--- src/hdl/asr_pkg.sv ---
// shared constants, pin carrier and state codes for the static ram host
package asr_pkg;

  // ---------------------------------------------------------------
  // geometry of the attached memory
  // ---------------------------------------------------------------
  localparam int ADDR_W = 15;
  localparam int DATA_W = 8;

  // ---------------------------------------------------------------
  // clock and pin timing, in ns as printed for the slowest grade kept
  // ---------------------------------------------------------------
  localparam int CLK_PERIOD_NS         = 10;
  localparam int READ_CYCLE_NS         = 55;
  localparam int ADDR_ACCESS_NS        = 55;
  localparam int WRITE_PULSE_NS        = 40;
  localparam int DATA_SETUP_OVERLAP_NS = 25;
  localparam int STROBE_TO_FLOAT_NS    = 25;
  localparam int DESELECT_FLOAT_NS     = 25;
  localparam int WRITE_RECOVERY_NS     = 0;

  // ---------------------------------------------------------------
  // cycle counts: least times round up, none below one cycle
  // ---------------------------------------------------------------
  function automatic int ns_to_cyc(input int ns);
    int c;
    c = (ns + CLK_PERIOD_NS - 1) / CLK_PERIOD_NS;
    return (c < 1) ? 1 : c;
  endfunction : ns_to_cyc

  function automatic int max2(input int a, input int b);
    return (a > b) ? a : b;
  endfunction : max2

  localparam int READ_CYC   = max2(ns_to_cyc(READ_CYCLE_NS),
                                   ns_to_cyc(ADDR_ACCESS_NS));
  localparam int STROBE_CYC = max2(ns_to_cyc(WRITE_PULSE_NS),
                                   ns_to_cyc(DATA_SETUP_OVERLAP_NS));
  localparam int FLOAT_CYC  = max2(ns_to_cyc(DESELECT_FLOAT_NS),
                                   ns_to_cyc(STROBE_TO_FLOAT_NS));
  localparam int RECOV_CYC  = ns_to_cyc(WRITE_RECOVERY_NS);
  localparam int SETUP_CYC  = 1;

  // ---------------------------------------------------------------
  // pin idle values
  // ---------------------------------------------------------------
  localparam logic [ADDR_W-1:0] ADDR_RST = 15'h0000;
  localparam logic [DATA_W-1:0] DATA_RST = 8'h00;

  // ---------------------------------------------------------------
  // carriers and states
  // ---------------------------------------------------------------
  typedef struct packed {
    logic [ADDR_W-1:0] addr;
    logic              cs_n;
    logic              we_n;
    logic              oe_n;
  } asr_pins_s;

  localparam asr_pins_s PINS_RST = '{addr: ADDR_RST, cs_n: 1'b1,
                                     we_n: 1'b1, oe_n: 1'b1};

  typedef struct packed {
    logic              wr;
    logic [ADDR_W-1:0] addr;
    logic [DATA_W-1:0] wdata;
  } asr_cmd_s;

  typedef enum logic [5:0] {
    ST_IDLE   = 6'h01,
    ST_READ   = 6'h02,
    ST_FLOAT  = 6'h04,
    ST_SETUP  = 6'h08,
    ST_STROBE = 6'h10,
    ST_HOLD   = 6'h20
  } asr_state_e;

endpackage : asr_pkg

--- src/hdl/asr_host.sv ---
// host controller driving a 32k x 8 asynchronous static ram over its pins
// Functional notes
// memory holds 32k bytes, 15-bit address, one shared two-way byte bus
// memory has one low chip select and one low output gate
// memory is clockless static; host needs no refresh sequencing
// host keeps write strobe high for the whole of every read
// back-to-back reads keep select and gate low; data follows address
// address is valid no later than chip select falling
// write happens only while select and strobe are both low
// select or strobe stays high whenever any address line changes
// select falling with or after strobe keeps memory outputs floating
// host never drives data while the memory may still drive it
// with gate low, strobe must cover float delay plus data overlap
// with gate high, the plain minimum strobe width suffices
// select-controlled write may leave gate low without lengthening
// write recovery counts from the first of select or strobe rising
// select high deselects memory, data lines floating
// select low, strobe high, gate low: memory drives addressed byte
// memory keeps a written byte until rewritten
`timescale 1ns/1ns
module asr_host
  import asr_pkg::*;
#(
  parameter int CNT_W = 4
) (
  // clock, reset, enable
  input  wire logic              ref_clk_i,
  input  wire logic              rstn_i,
  input  wire logic              ce_i,
  // command port
  input  wire logic              req_i,
  input  wire asr_cmd_s          cmd_i,
  output logic                   ack_o,
  output logic                   rd_valid_o,
  output logic [DATA_W-1:0]      rdata_o,
  output logic                   idle_o,
  // memory pins
  output asr_pins_s              pins_o,
  input  wire logic [DATA_W-1:0] dq_i,
  output logic [DATA_W-1:0]      dq_o,
  output logic                   dq_oe_o
);

  // ---------------------------------------------------------------
  // reset release
  // ---------------------------------------------------------------
  logic rst_meta_reg;
  logic rst_n_reg;

  // release is synchronised; assertion stays asynchronous
  always_ff @(posedge ref_clk_i or negedge rstn_i)
  begin
    if (!rstn_i)
      {rst_n_reg, rst_meta_reg} <= 2'h0;
    else
      {rst_n_reg, rst_meta_reg} <= {rst_meta_reg, 1'b1};
  end

  // ---------------------------------------------------------------
  // state and phase timer
  // ---------------------------------------------------------------
  asr_state_e       state_reg;
  asr_state_e       state_next;
  asr_cmd_s         cmd_reg;
  logic             tick_zero;
  logic             load;
  logic [CNT_W-1:0] load_val;
  logic             take;

  asr_ticker #(.CNT_W(CNT_W)) u_ticker (
    .clk_i      (ref_clk_i),
    .rst_n_i    (rst_n_reg),
    .ce_i       (ce_i),
    .load_i     (load),
    .load_val_i (load_val),
    .zero_o     (tick_zero)
  );

  // a read may be chained only from the last read cycle, so select and
  // gate stay low across it and only the address moves
  always_comb
  begin
    take = req_i && ((state_reg == ST_IDLE) ||
                     (state_reg == ST_READ && tick_zero && !cmd_i.wr));
  end

  // next state and phase length
  always_comb
  begin
    state_next = state_reg;
    load       = 1'b0;
    load_val   = '0;
    case (state_reg)
      ST_IDLE:
      begin
        if (take)
        begin
          load       = 1'b1;
          state_next = cmd_i.wr ? ST_SETUP : ST_READ;
          load_val   = cmd_i.wr ? CNT_W'(SETUP_CYC - 1)
                                : CNT_W'(READ_CYC - 1);
        end
      end
      ST_READ:
      begin
        if (tick_zero)
        begin
          // memory keeps driving a while after deselect, hence float
          load       = 1'b1;
          state_next = take ? ST_READ : ST_FLOAT;
          load_val   = take ? CNT_W'(READ_CYC - 1)
                            : CNT_W'(FLOAT_CYC - 1);
        end
      end
      ST_FLOAT, ST_HOLD:
      begin
        if (tick_zero)
          state_next = ST_IDLE;
      end
      ST_SETUP:
      begin
        if (tick_zero)
        begin
          state_next = ST_STROBE;
          load       = 1'b1;
          load_val   = CNT_W'(STROBE_CYC - 1);
        end
      end
      ST_STROBE:
      begin
        if (tick_zero)
        begin
          state_next = ST_HOLD;
          load       = 1'b1;
          load_val   = CNT_W'(RECOV_CYC - 1);
        end
      end
      default:
      begin
        state_next = ST_IDLE;
      end
    endcase
  end

  // state register
  always_ff @(posedge ref_clk_i or negedge rst_n_reg)
  begin
    if (!rst_n_reg)
      state_reg <= ST_IDLE;
    else if (ce_i)
      state_reg <= state_next;
  end

  // command latch: write data is driven from here; the address goes to the pins straight from the raw port on take
  always_ff @(posedge ref_clk_i or negedge rst_n_reg)
  begin
    if (!rst_n_reg)
      cmd_reg <= '{wr: 1'b0, addr: ADDR_RST, wdata: DATA_RST};
    else if (ce_i && take)
      cmd_reg <= cmd_i;
  end

  // ---------------------------------------------------------------
  // pin drive
  // ---------------------------------------------------------------
  asr_pins_s pins_next;
  logic      dq_oe_next;

  // strobe-controlled write with the gate kept high, so the memory
  // outputs are already floating and no pulse stretch is needed
  always_comb
  begin
    pins_next      = PINS_RST;
    pins_next.addr = pins_o.addr;
    dq_oe_next     = 1'b0;
    case (state_next)
      ST_READ:
      begin
        pins_next.addr = take ? cmd_i.addr : cmd_reg.addr;
        pins_next.cs_n = 1'b0;
        pins_next.oe_n = 1'b0;
        pins_next.we_n = 1'b1;
      end
      ST_SETUP:
      begin
        pins_next.addr = take ? cmd_i.addr : cmd_reg.addr;
        pins_next.cs_n = 1'b0;
      end
      ST_STROBE:
      begin
        pins_next.cs_n = 1'b0;
        pins_next.we_n = 1'b0;
        dq_oe_next     = 1'b1;
      end
      ST_HOLD:
      begin
        pins_next.cs_n = 1'b0;
        dq_oe_next     = 1'b1;
      end
      default:
      begin
        pins_next.cs_n = 1'b1;
      end
    endcase
  end

  // pin flops; address only moves while strobe is high
  always_ff @(posedge ref_clk_i or negedge rst_n_reg)
  begin
    if (!rst_n_reg)
    begin
      pins_o  <= PINS_RST;
      dq_oe_o <= 1'b0;
    end
    else if (ce_i)
    begin
      pins_o  <= pins_next;
      dq_oe_o <= dq_oe_next;
    end
  end

  // write data held one cycle past the strobe rise as hold margin
  always_ff @(posedge ref_clk_i or negedge rst_n_reg)
  begin
    if (!rst_n_reg)
      dq_o <= DATA_RST;
    else if (ce_i && state_next == ST_STROBE)
      dq_o <= cmd_reg.wdata;
  end

  // ---------------------------------------------------------------
  // answers
  // ---------------------------------------------------------------
  // sample at the edge that closes the access window
  always_ff @(posedge ref_clk_i or negedge rst_n_reg)
  begin
    if (!rst_n_reg)
    begin
      ack_o      <= 1'b0;
      rd_valid_o <= 1'b0;
      rdata_o    <= DATA_RST;
      idle_o     <= 1'b0;
    end
    else if (ce_i)
    begin
      ack_o      <= take;
      rd_valid_o <= (state_reg == ST_READ) && tick_zero;
      idle_o     <= (state_next == ST_IDLE);
      if (state_reg == ST_READ && tick_zero)
        rdata_o <= dq_i;
    end
  end

  // ---------------------------------------------------------------
  // checks
  // ---------------------------------------------------------------
  read_we_high_a: assert property (@(posedge ref_clk_i)
    disable iff (!rst_n_reg)
    (!pins_o.cs_n && !pins_o.oe_n) |-> pins_o.we_n)
    else $error("strobe low during read");
  addr_quiet_a: assert property (@(posedge ref_clk_i)
    disable iff (!rst_n_reg)
    $changed(pins_o.addr) |-> (pins_o.we_n && $past(pins_o.we_n)))
    else $error("address moved while strobe low");
  select_addr_a: assert property (@(posedge ref_clk_i)
    disable iff (!rst_n_reg)
    $fell(pins_o.cs_n) |-> (pins_o.addr == cmd_reg.addr))
    else $error("address not valid at select fall");
  no_contend_a: assert property (@(posedge ref_clk_i)
    disable iff (!rst_n_reg)
    dq_oe_o |-> (pins_o.oe_n && !pins_o.cs_n))
    else $error("data driven while memory may drive");
  read_float_a: assert property (@(posedge ref_clk_i)
    disable iff (!rst_n_reg)
    $rose(pins_o.oe_n) |-> !dq_oe_o [*3])
    else $error("data driven before memory floats");
  pulse_width_a: assert property (@(posedge ref_clk_i)
    disable iff (!rst_n_reg || !ce_i)
    $fell(pins_o.we_n) |-> (!pins_o.we_n && pins_o.oe_n) [*4])
    else $error("write strobe too short");
  data_overlap_a: assert property (@(posedge ref_clk_i)
    disable iff (!rst_n_reg || !ce_i)
    $rose(pins_o.we_n) |-> ($past(dq_oe_o, 3) && dq_oe_o))
    else $error("data overlap too short");
  recovery_a: assert property (@(posedge ref_clk_i)
    disable iff (!rst_n_reg || !ce_i)
    $rose(pins_o.we_n) |-> !pins_o.cs_n ##1 pins_o.cs_n)
    else $error("write recovery not kept");
  b2b_read_a: assert property (@(posedge ref_clk_i)
    disable iff (!rst_n_reg || !ce_i)
    rd_valid_o |-> ($past(!pins_o.oe_n, 6) && $past(!pins_o.cs_n, 6)))
    else $error("read sampled before access time");

endmodule : asr_host

--- src/hdl/asr_ticker.sv ---
// down counter that times each phase of a pin cycle
`timescale 1ns/1ns
module asr_ticker #(
  parameter int CNT_W = 4
) (
  // clock, reset, enable
  input  wire logic             clk_i,
  input  wire logic             rst_n_i,
  input  wire logic             ce_i,
  // load and status
  input  wire logic             load_i,
  input  wire logic [CNT_W-1:0] load_val_i,
  output logic                  zero_o
);

  logic [CNT_W-1:0] cnt_reg;

  // load wins over counting; holds at zero until the next load
  always_ff @(posedge clk_i or negedge rst_n_i)
  begin
    if (!rst_n_i)
      cnt_reg <= '0;
    else if (ce_i)
    begin
      if (load_i)
        cnt_reg <= load_val_i;
      else if (cnt_reg != '0)
        cnt_reg <= cnt_reg - 1'b1;
    end
  end

  assign zero_o = (cnt_reg == '0);

endmodule : asr_ticker

--- config.mk ---
export PLATFORM = sky130hd
export DESIGN_NAME = asr_host
export DESIGN_NICKNAME = d
export VERILOG_FILES = /design/src/hdl/asr_pkg.sv /design/src/hdl/asr_host.sv /design/src/hdl/asr_ticker.sv
export SDC_FILE = /design/constraint.sdc
export NUM_CORES = 1
export LEC_CHECK = 0
export ABC_AREA = 1
export BUFFER_PORTS_ARGS = -buffer_cell sky130_fd_sc_hd__buf_4
export CAP_MARGIN = 10
export CORE_MARGIN = 3
export CORE_UTILIZATION = 54
export DETAILED_ROUTE_END_ITERATION = 8
export PLACE_DENSITY = 0.9
export RECOVER_POWER = 25
export SYNTH_ARGS = -nofsm -noshare
export SYNTH_HDL_FRONTEND = slang
export SYNTH_SLANG_ARGS = --single-unit
--- constraint.sdc ---
create_clock -name ref_clk_i -period 3 [get_ports ref_clk_i]
set_clock_uncertainty 0.1 [all_clocks]
set_input_delay 0 -clock ref_clk_i [delete_from_list [all_inputs] [get_ports ref_clk_i]]
set_output_delay 0 -clock ref_clk_i [all_outputs]
set_load 0.05 [all_outputs]
# == Word-level counts from Yosys, hierarchy flattened ==
# Index checks and enable logic that the tools add are counted.
# Widths: inputs -> output; s select.
# totals
regBits,73
output_inout_bits,38
inputBits,36
word_cells,70
# op_classes
eq_ne,11
n_reduce_logical,18
add_sub_neg,1
mux,24
# ops
op,count
$mux 6,5
$pmux 6 s5,1
$mux 15,1
$mux 3,5
$eq 6x1->1 const B,2
$eq 6x2->1 const B,2
$eq 6x4->1 const B,2
$eq 6x5->1 const B,2
$eq 6x6->1 const B,2
$mux 4,3
$pmux 3 s3,1
$eq 6x3->1 const B,1
$mux 1,6
$reduce_and 2->1,3
$reduce_or 2->1,3
$logic_and 1x1->1,5
$logic_not 4->1,1
$reduce_bool 4->1,1
$reduce_or 4->1,1
$sub 4x1->4 const B,1
$reduce_or 3->1,1
$mux 2,1
$pmux 1 s2,1
$reduce_bool 2->1,1
2 further kinds,2

# == Logic depth before layout (Yosys ltp) ==
# Gate-level depths: netlist of run 1.
# depth
depth_word,11
ltp_mapped,12
mapped_depth_nobuf,11

# == Modules after synthesis ==
# A second synthesis of run 1 with hierarchy kept.
# hier_totals
cells_unflattened,414
area_unflattened_um2,3462.1
# modules_own_cells
mod,cells_per_inst,seq_area_each_um2,instances,area_per_inst_um2
asr_host,373,1731.7,1,3193.1
asr_ticker,41,100.1,1,269.0

# == Worst setup path before layout of run 1 ==
# Ideal clock, no wire load.
# synth_path
kind,register -> register
start,register u_ticker.cnt_reg[0]
end,register cmd_reg[12] (netlist bit)
path_stages_with_launch,10
t_required_ns,2.775
t_arrival_ns,1.628
slack_ns,1.147
n_path_buf,1
period_less_slack_ns,1.853
setup_ns,0.125
path_cell_list,dfrtp_1 inv_1 ha_1 nand2_2 nor2_4 nand2_4 nand2_8 nand2_4 buf_6 mux2_4
# synth_between
elab_chain_len,6
# synth_lines
element,line,source
"start, declared",asr_ticker.sv:16,logic [CNT_W-1:0] cnt_reg;
"start signal, assigned",asr_ticker.sv:26,cnt_reg <= load_val_i;
"start signal, assigned",asr_ticker.sv:28,cnt_reg <= cnt_reg - 1'b1;
$logic_not 4->1,asr_ticker.sv:32,assign zero_o = (cnt_reg == '0);
$logic_and 1x1->1 (2 in series),asr_host.sv:84,(state_reg == ST_READ && tick_zero && !cmd_i.wr));
$logic_or 1x1->1,asr_host.sv:83,take = req_i && ((state_reg == ST_IDLE) ||
$logic_and 1x1->1,asr_host.sv:83,
$logic_and 1x1->1,asr_host.sv:159,else if (ce_i && take)
"end signal, assigned",asr_host.sv:158,"cmd_reg <= '{wr: 1'b0, addr: ADDR_RST, wdata: DATA_RST};"
"end signal, assigned",asr_host.sv:160,cmd_reg <= cmd_i;
"end, declared",asr_host.sv:64,asr_cmd_s cmd_reg;
# Every way passes these cells.
# A chain may end at the register's enable or synchronous reset.

# == Final worst setup path of run 1 ==
# layout_path
start,register u_ticker.cnt_reg[0]
end,register pins_o[12] (netlist bit)
# layout_between
elab_chain_len,11
elab_cells_between_ends,17
cone_classes,eq/ne (2); mux (8); reduce/logical (7)
# layout_lines
element,line,source
$logic_not 4->1 (*),asr_ticker.sv:32,
$logic_and 1x1->1 (2 in series),asr_host.sv:84,
$logic_or 1x1->1,asr_host.sv:83,
$logic_and 1x1->1,asr_host.sv:83,
$mux 3,asr_host.sv:110,state_next = take ? ST_READ : ST_FLOAT;
$mux 6,asr_host.sv:106,if (tick_zero)
$pmux 6 s5,asr_host.sv:93,case (state_reg)
$eq 6x4->1 or $eq 6x2->1 (tied branches),asr_host.sv:176,case (state_next)
$reduce_or 2->1 (no line),-,
$reduce_and 2->1 (no line),-,
"end signal, assigned",asr_host.sv:217,pins_o <= pins_next;
"end, declared",asr_host.sv:38,"output asr_pins_s pins_o,"
# Every way passes the cells marked *; elsewhere a longest branch is shown, timed or not.

==> key figures, run 1 <==
Floorplan
  • I/O pins: 74
  • Vertical die dimension: 85.3 µm
  • Initial cell density of the core: 56.7%
  • Die width: 85.3 µm
  • Area inside the core boundary: 0.00599 mm²
  • Total number of placement rows: 28
  • DIE AREA: 0.00728 mm²

Worst hold path
  • Worst hold path type: in2reg
  • Min-delay src: cmd_i[23]
  • Endpoint, Worst Hold: pins_o[0]
  • Hold path depth: 5

Synthesis
  • Number of storage elements in the synthesis netlist: 73
  • Predominant post-synthesis flop cell: sky130_fd_sc_hd__dfrtp_1
  • Mean Syn Cell Area: 9.54 µm²
  • Share of flip-flops with an asynchronous set or reset after synthesis: 100%
  • Total nets after synthesis: 393
  • Top cells by area, synth: sky130_fd_sc_hd__dfrtp_1, sky130_fd_sc_hd__nand2_1, sky130_fd_sc_hd__nand3_1
  • Syn Std Cell Area: 0.00340 mm²
  • Post-synthesis sequential area ratio: 53.9%
  • Cell taking the most area after synthesis: sky130_fd_sc_hd__dfrtp_1
  • Gate Count Post-Synth: 356
  • Yosys warning count: 0
  • Top cell type's share of synthesized area: 50.8%
  • EDFF count, synth: 0
  • Number of distinct standard cells referenced by the synthesized netlist: 35

Global route
  • Via count of the first global-routing pass: 3001
  • Global-route usage over all layers: 26.1%
  • Grt ovf: 0
  • First-pass GRT wire length: 14.8 mm
  • Number of antenna violations at the first check in global routing: 0
  • Maximum number of pins on one net before global-route repair: 46

Setup path
  • Critical Path Start Type: flip-flop
  • Reg-to-reg slack, setup: 0.65 ns
  • Crit Path Class: reg2reg
  • Max Fanout on Critical Path: 18
  • End of the worst register-to-register path: pins_o[12]
  • Critical path capture point type: flip-flop
  • Arrival time at the worst endpoint: 2.48 ns
  • Worst R2R Start: u_ticker.cnt_reg[0]
  • Cells on worst reg2reg path: 11
  • Required time of the critical path: 3.13 ns

Clock tree
  • Sink Count: 73
  • Max clock buf depth: 2
  • Clock input transition at the sequential cells of the worst setup and hold paths: 0.07 ns
  • CTS tree: yes
  • TritonCTS Buffers: 9
  • Clk root buf: sky130_fd_sc_hd__clkbuf_8
  • H-tree level count: 3
  • Clock network latency to the later pin of the worst-skew pair: 0.34 ns
  • Post-cts resize count: 0

Pwr
  • Areal power density over the cells: 920 mW/mm²
  • Standby leakage power: 2.35 nW
  • Worst IR drop on VDD: 634 µV

Routing
  • Total vias in the final route: 2900
  • Initial DRT Pass Iterations: 5
  • Number of antenna-violating nets in the routed design: 0
  • Violation count after the first detailed-routing iteration: 288
  • Via/cell ratio: 5.33
  • Detailed Route WL: 8.66 mm
  • Post-detailed-route wirelength per cell: 15.9 µm
  • Final routed DRC violation total: 0

STA
  • Worst-Margin Slew: 1.15 ns
  • Final max-slew violation count: 0
  • Setup repair after global routing missed its margin: no
  • Final-report hold violation count: 0
  • Post-layout minimum cycle time: 2.35 ns
  • # setup viols final: 0
  • Relative slew margins: 23.3%
  • Fin crit share: 78.5%
  • Peak clock frequency supported by timing: 425 MHz
  • Fin Setup TNS: 0 ns

Cells and area
  • Layout cell share with drive strength beyond 1: 26.0%
  • Commonest cells after routing, fill and taps aside: sky130_fd_sc_hd__nand2_1, sky130_fd_sc_hd__dfrtp_1, sky130_fd_sc_hd__buf_4
  • Max reg flops: 23
  • Most common cell after layout, fill and taps aside: sky130_fd_sc_hd__nand2_1
  • Final Non-Filler Cells: 544
  • ANT cells: 0
  • Number of nets in the final layout: 501
  • Layout overhead on the synthesized area: 30.6%

Place
  • Count of buffers inserted at the top-level ports: 73
  • HPWL reported at the end of detailed placement: 5.49 mm
  • RD Place Congestion: 0.873
  • Placed instance count: 493

Run
  • Count of max-cap constraint violations: 0

Outcome
  • Result of the run: complete, no violations
per-layer routing:
metal	vias up	track usage, %	routed length [µm]
met5	-	0	0
met1	1397	32.7	3540
met3	26	8.35	536
li1	1363	-	-
met4	0	9.78	250
met2	114	42.4	4330
report_power, final:
part | switching, mW | internal, mW | leakage [nW]
sequential | 0.207 | 1.35 | 0.908
clock | 0.360 | 0.325 | 0.0847
combinational | 1.22 | 0.613 | 1.36
total | 1.79 | 2.29 | 2.35
final cells by class:
class / count / area [µm²]
tap: 75 / 93.8
timing repair buffer: 109 / 858
multi-input combinational: 245 / 1390
fill: 385 / 1560
clock buffer: 14 / 153
clock inverter: 2 / 13.8
sequential: 73 / 1830
inverter: 26 / 97.6
metrics by stage:
stage	power, mW	setup slack (ns)	util (%)	area [µm²]	hold slack (ns)
after floorplan	2.88	0.724	-	3400	-0.396
after detailed placement	3.41	0.716	66.4	3980	-0.317
after global placement	3.33	0.789	66.4	3980	-0.318
after global routing	4.31	0.459	74.0	4440	0.0760
after CTS	4.13	0.685	75.1	4500	0.0388
final	4.08	0.646	74.0	4440	0.0441
cell families after synthesis:
| logic type | count (synthesis) | synth area share [%] |
|---|---|---|
| AO/OA/AOI/OAI | 34 | 6.48 |
| multiplexers | 23 | 8.84 |
| AND/OR/NAND/NOR | 185 | 24.8 |
| buffers and inverters | 38 | 5.23 |
| adder cells (fa/ha/maj) | 1 | 0.368 |
| other | 1 | 0.110 |
| flip-flops | 73 | 53.9 |
| XOR/XNOR | 1 | 0.258 |
critical path, cell delays in order (launching register included):
cell and delay (ns):
sky130_fd_sc_hd__dfrtp_1 0.38, sky130_fd_sc_hd__inv_1 0.10, sky130_fd_sc_hd__ha_1 0.22, sky130_fd_sc_hd__nand2_2 0.16, sky130_fd_sc_hd__nor2_4 0.18, sky130_fd_sc_hd__nand2_4 0.16, sky130_fd_sc_hd__nand2_8 0.18, sky130_fd_sc_hd__nand2_4 0.09
sky130_fd_sc_hd__nand3_2 0.26, sky130_fd_sc_hd__nand2_4 0.19, sky130_fd_sc_hd__nand2_1 0.13, sky130_fd_sc_hd__nand2_1 0.07
Yosys cell counts, types with 3 or more instances:
cell,count
sky130_fd_sc_hd__a21oi_2,9
sky130_fd_sc_hd__mux2_4,11
sky130_fd_sc_hd__clkbuf_1,6
sky130_fd_sc_hd__nand2_4,5
sky130_fd_sc_hd__dfrtp_1,69
sky130_fd_sc_hd__buf_6,4
sky130_fd_sc_hd__o21ai_0,16
sky130_fd_sc_hd__nor2_1,22
sky130_fd_sc_hd__dfstp_2,4
sky130_fd_sc_hd__nand3_1,43
sky130_fd_sc_hd__o21ai_1,3
sky130_fd_sc_hd__inv_1,24
sky130_fd_sc_hd__mux2_2,12
sky130_fd_sc_hd__nand2_1,103
what timing repair did:
item / in CTS / in global routing
endpoints found under the hold margin: 53 / 0
buffers inserted: 0 / 0
hold buffers: 35 / 0
worst max path at each step:
| stage | slack [ns] | endpoint | from |
|---|---|---|---|
| finish | 0.65 | pins_o[12] | u_ticker.cnt_reg[0] |
| CTS | 0.68 | cmd_reg[10] | u_ticker.cnt_reg[0] |
| global placement | 0.79 | cmd_reg[9] | u_ticker.cnt_reg[0] |
| global route | 0.46 | pins_o[12] | u_ticker.cnt_reg[0] |
| detailed placement | 0.72 | cmd_reg[10] | u_ticker.cnt_reg[0] |
| floorplan | 0.72 | ack_o | rst_n_reg |
Power figures use the tool's default switching activity.
==> run 2: changes to the inputs <==
--- a/config.mk
+++ b/config.mk
@@ -9,9 +9,9 @@
 export BUFFER_PORTS_ARGS = -buffer_cell sky130_fd_sc_hd__buf_4
 export CAP_MARGIN = 10
 export CORE_MARGIN = 3
-export CORE_UTILIZATION = 54
+export CORE_UTILIZATION = 49
 export DETAILED_ROUTE_END_ITERATION = 8
-export PLACE_DENSITY = 0.9
+export PLACE_DENSITY = 0.87
 export RECOVER_POWER = 25
 export SYNTH_ARGS = -nofsm -noshare
 export SYNTH_HDL_FRONTEND = slang
==> constraint.sdc (replaced) <==
create_clock -name ref_clk_i -period 2.1 [get_ports ref_clk_i]
set_clock_uncertainty 0.1 [all_clocks]
set_input_delay 0 -clock ref_clk_i [delete_from_list [all_inputs] [get_ports ref_clk_i]]
set_output_delay 0 -clock ref_clk_i [all_outputs]
set_load 0.05 [all_outputs]
==> run 2 against run 1 <==
Net effect:
- sequential share of layout area is 1.7 points lower
- critical endpoint is now cmd_reg[21]
- routed wire length shrank 5.9%
- sequential cell count unchanged
- worst setup slack lost 0.55 ns
- cell area up 4.3%
==> key figures, run 2 (synthesis results as in run 1) <==
Floorplan
  • I/O pins: 74 (unchanged)
  • DIE AREA: 0.00797 mm² (was 0.00728 mm²)
  • Die width: 89.3 µm (was 85.3 µm)
  • Total number of placement rows: 29 (was 28)
  • Initial cell density of the core: 52.0% (was 56.7%)
  • Area inside the core boundary: 0.00653 mm² (was 0.00599 mm²)
  • Vertical die dimension: 89.3 µm (was 85.3 µm)

STA
  • # setup viols final: 0 (unchanged)
  • Worst-Margin Slew: 0.845 ns (was 1.15 ns)
  • Final max-slew violation count: 0 (unchanged)
  • Post-layout minimum cycle time: 2.00 ns (was 2.35 ns)
  • Setup ws final: 0.0992 ns (was 0.646 ns)
  • Relative slew margins: 43.7% (was 23.3%)
  • Fin crit share: 95.3% (was 78.5%)
  • Final-report hold violation count: 0 (unchanged)
  • Final worst hold slack: 0.247 ns (was 0.0441 ns)
  • Peak clock frequency supported by timing: 500 MHz (was 425 MHz)

Routing
  • Post-detailed-route wirelength per cell: 14.7 µm (was 15.9 µm)
  • Via/cell ratio: 5.24 (was 5.33)
  • Total vias in the final route: 2910 (was 2900)
  • Detailed Route WL: 8.16 mm (was 8.66 mm)
  • Violation count after the first detailed-routing iteration: 242 (was 288)
  • Initial DRT Pass Iterations: 4 (was 5)
  • Number of antenna-violating nets in the routed design: 0 (unchanged)
  • Final routed DRC violation total: 0 (unchanged)

Setup path
  • Reg-to-reg slack, setup: 0.1 ns (was 0.65 ns)
  • Crit Path Class: reg2reg (unchanged)
  • Cell-by-cell trace of the critical path: nor2_2 -> nand3_2 -> nor2_4 -> nand2_4 -> nand2_8 -> nand2_8 -> mux2_4 (was inv_1 -> ha_1 -> nand2_2 -> nor2_4 -> nand2_4 -> nand2_8 -> nand2_4 -> nand3_2 -> nand2_4 -> nand2_1 -> nand2_1)
  • Max Fanout on Critical Path: 33 (was 18)
  • Cell at the slowest stage of the critical path: sky130_fd_sc_hd__dfrtp_1 (unchanged)
  • Critical Path Start Type: flip-flop (unchanged)
  • Kind of cell adding the most delay to the critical path: simple AND/OR/NAND/NOR gates (unchanged)
  • Critical path capture point type: flip-flop (unchanged)
  • Arrival time at the worst endpoint: 2.13 ns (was 2.48 ns)
  • Crit path buf inv count: 0 (was 1)
  • Most common cell type on the critical path: sky130_fd_sc_hd__nand2_8 (was sky130_fd_sc_hd__nand2_4)
  • Required time of the critical path: 2.23 ns (was 3.13 ns)
  • Slowest Stage Delay on Critical Path: 0.45 ns (was 0.38 ns)

Cells and area
  • Commonest cells after routing, fill and taps aside: sky130_fd_sc_hd__nand2_1, sky130_fd_sc_hd__buf_4, sky130_fd_sc_hd__dfrtp_1 (was sky130_fd_sc_hd__nand2_1, sky130_fd_sc_hd__dfrtp_1, sky130_fd_sc_hd__buf_4)
  • Layout overhead on the synthesized area: 36.2% (was 30.6%)
  • Final Non-Filler Cells: 555 (was 544)
  • Max reg flops: 23 (unchanged)
  • Most common cell after layout, fill and taps aside: sky130_fd_sc_hd__nand2_1 (unchanged)
  • Layout cell share with drive strength beyond 1: 31.8% (was 26.0%)
  • ANT cells: 0 (unchanged)
  • Number of nets in the final layout: 510 (was 501)
  • Count of fill cells added during filler insertion: 449 (was 385)

Clock tree
  • Clock network latency to the later pin of the worst-skew pair: 0.34 ns (about the same)
  • Sink Count: 73 (unchanged)
  • Max clock buf depth: 2 (unchanged)
  • H-tree level count: 3 (unchanged)
  • Clock input transition at the sequential cells of the worst setup and hold paths: 0.08 ns (was 0.07 ns)
  • CTS tree: yes (unchanged)
  • TritonCTS Buffers: 9 (unchanged)
  • Clk root buf: sky130_fd_sc_hd__clkbuf_8 (unchanged)

Pwr
  • Standby leakage power: 2.47 nW (was 2.35 nW)
  • Net Sw Power: 2.57 mW (was 1.79 mW)
  • Worst IR drop on VDD: 896 µV (was 634 µV)
  • Areal power density over the cells: 1310 mW/mm² (was 920 mW/mm²)
  • Share of total power in sequential cells: 36.7% (was 38.2%)
  • Combinational fraction of design power: 45.4% (was 45.0%)
  • Net switching fraction of the power: 42.4% (was 43.9%)
  • Part of the power in the clock network: 17.9% (was 16.8%)
  • Pint: 3.49 mW (was 2.29 mW)

Place
  • Worst slack at placement: -0.0321 ns (was 0.716 ns)
  • RD Place Congestion: 0.924 (was 0.873)
  • HPWL reported at the end of detailed placement: 5.45 mm (was 5.49 mm)
  • Placed instance count: 500 (was 493)
  • Count of buffers inserted at the top-level ports: 73 (unchanged)

Global route
  • Met3 global-route usage: 4.61% (was 8.35%)
  • First-pass GRT wire length: 13.3 mm (was 14.8 mm)
  • GR Layer Usage met2: 36.6% (was 42.4%)
  • Grt ovf: 0 (unchanged)
  • Gr busiest metal: met2 (unchanged)
  • Met1 Usage GRT: 26.9% (was 32.7%)
  • Via count of the first global-routing pass: 2896 (was 3001)
  • Maximum number of pins on one net before global-route repair: 39 (was 46)
  • Global-route usage over all layers: 21.8% (was 26.1%)
  • Number of antenna violations at the first check in global routing: 0 (unchanged)

Worst hold path
  • Worst hold path type: reg2async (was in2reg)

Run
  • Count of max-cap constraint violations: 0 (unchanged)

Outcome
  • Result of the run: complete, no violations (unchanged)
## run 2: cell type report
cell class,count,area (µm²),area share [%]
flip-flops and latches,73,1830,39.6
clock buffers,10,128,2.76
well taps,77,96.3,2.08
inverters,26,97.6,2.11
multi-input cells,245,1430,30.9
repair buffers,118,973,21.0
clock inverters,6,67.6,1.46
## run 2: routing by layer
metal  vias to the layer above  routed length, µm
met2                       114               4040
li1                       1385                  -
met5                         -                  0
met3                        19                475
met1                      1392               3440
met4                         0                194
## run 2: worst reg2reg max path: stages, from the launching register on
cell and delay, ns:
sky130_fd_sc_hd__dfrtp_1 0.45, sky130_fd_sc_hd__nor2_2 0.21, sky130_fd_sc_hd__nand3_2 0.15, sky130_fd_sc_hd__nor2_4 0.16
sky130_fd_sc_hd__nand2_4 0.12, sky130_fd_sc_hd__nand2_8 0.13, sky130_fd_sc_hd__nand2_8 0.19, sky130_fd_sc_hd__mux2_4 0.38
## run 2: what timing repair did
item	in CTS	in global routing
hold buffers	36	0
resized for setup	1	7
pin swaps	0	2
hold endpoints to repair	52	0
setup endpoints to repair	15	40
buffers inserted	0	3
## run 2: worst paths after layout
| check | endpoint | cells after the start | from |
|---|---|---|---|
| setup / recovery | cmd_reg[21] | 7 | state_reg[2] |
| hold / removal | cmd_reg[6] | 0 | rst_n_reg |
| setup reg to reg | cmd_reg[21] | 7 | state_reg[2] |
| hold reg to reg | cmd_reg[6] | 0 | rst_n_reg |
| max in group asynchronous | state_reg[3] | 1 | rst_n_reg |
| min in group ref_clk_i | rst_n_reg | 0 | rst_meta_reg |
## run 2: power groups by stage
stage / Combinational, mW / Clock (mW) / Sequential [mW]
final: 2.75 / 1.09 / 2.22
after global routing: 2.97 / 1.17 / 2.28
after CTS: 2.71 / 1.11 / 2.22
after detailed placement: 2.65 / 0 / 2.23
after global placement: 2.57 / 0 / 2.21
after floorplan: 1.07 / 0 / 3.05
## run 2: per-stage QoR
stage                     power, mW  util (%)  area [µm²]   TNS, ns
after global routing           6.42      70.8        4630  -0.00228
after floorplan                4.12         -        3400         0
after global placement         4.77      61.6        4020         0
after detailed placement       4.87      61.6        4020    -0.300
after CTS                      6.03      70.2        4580         0
final                          6.06      70.8        4630         0
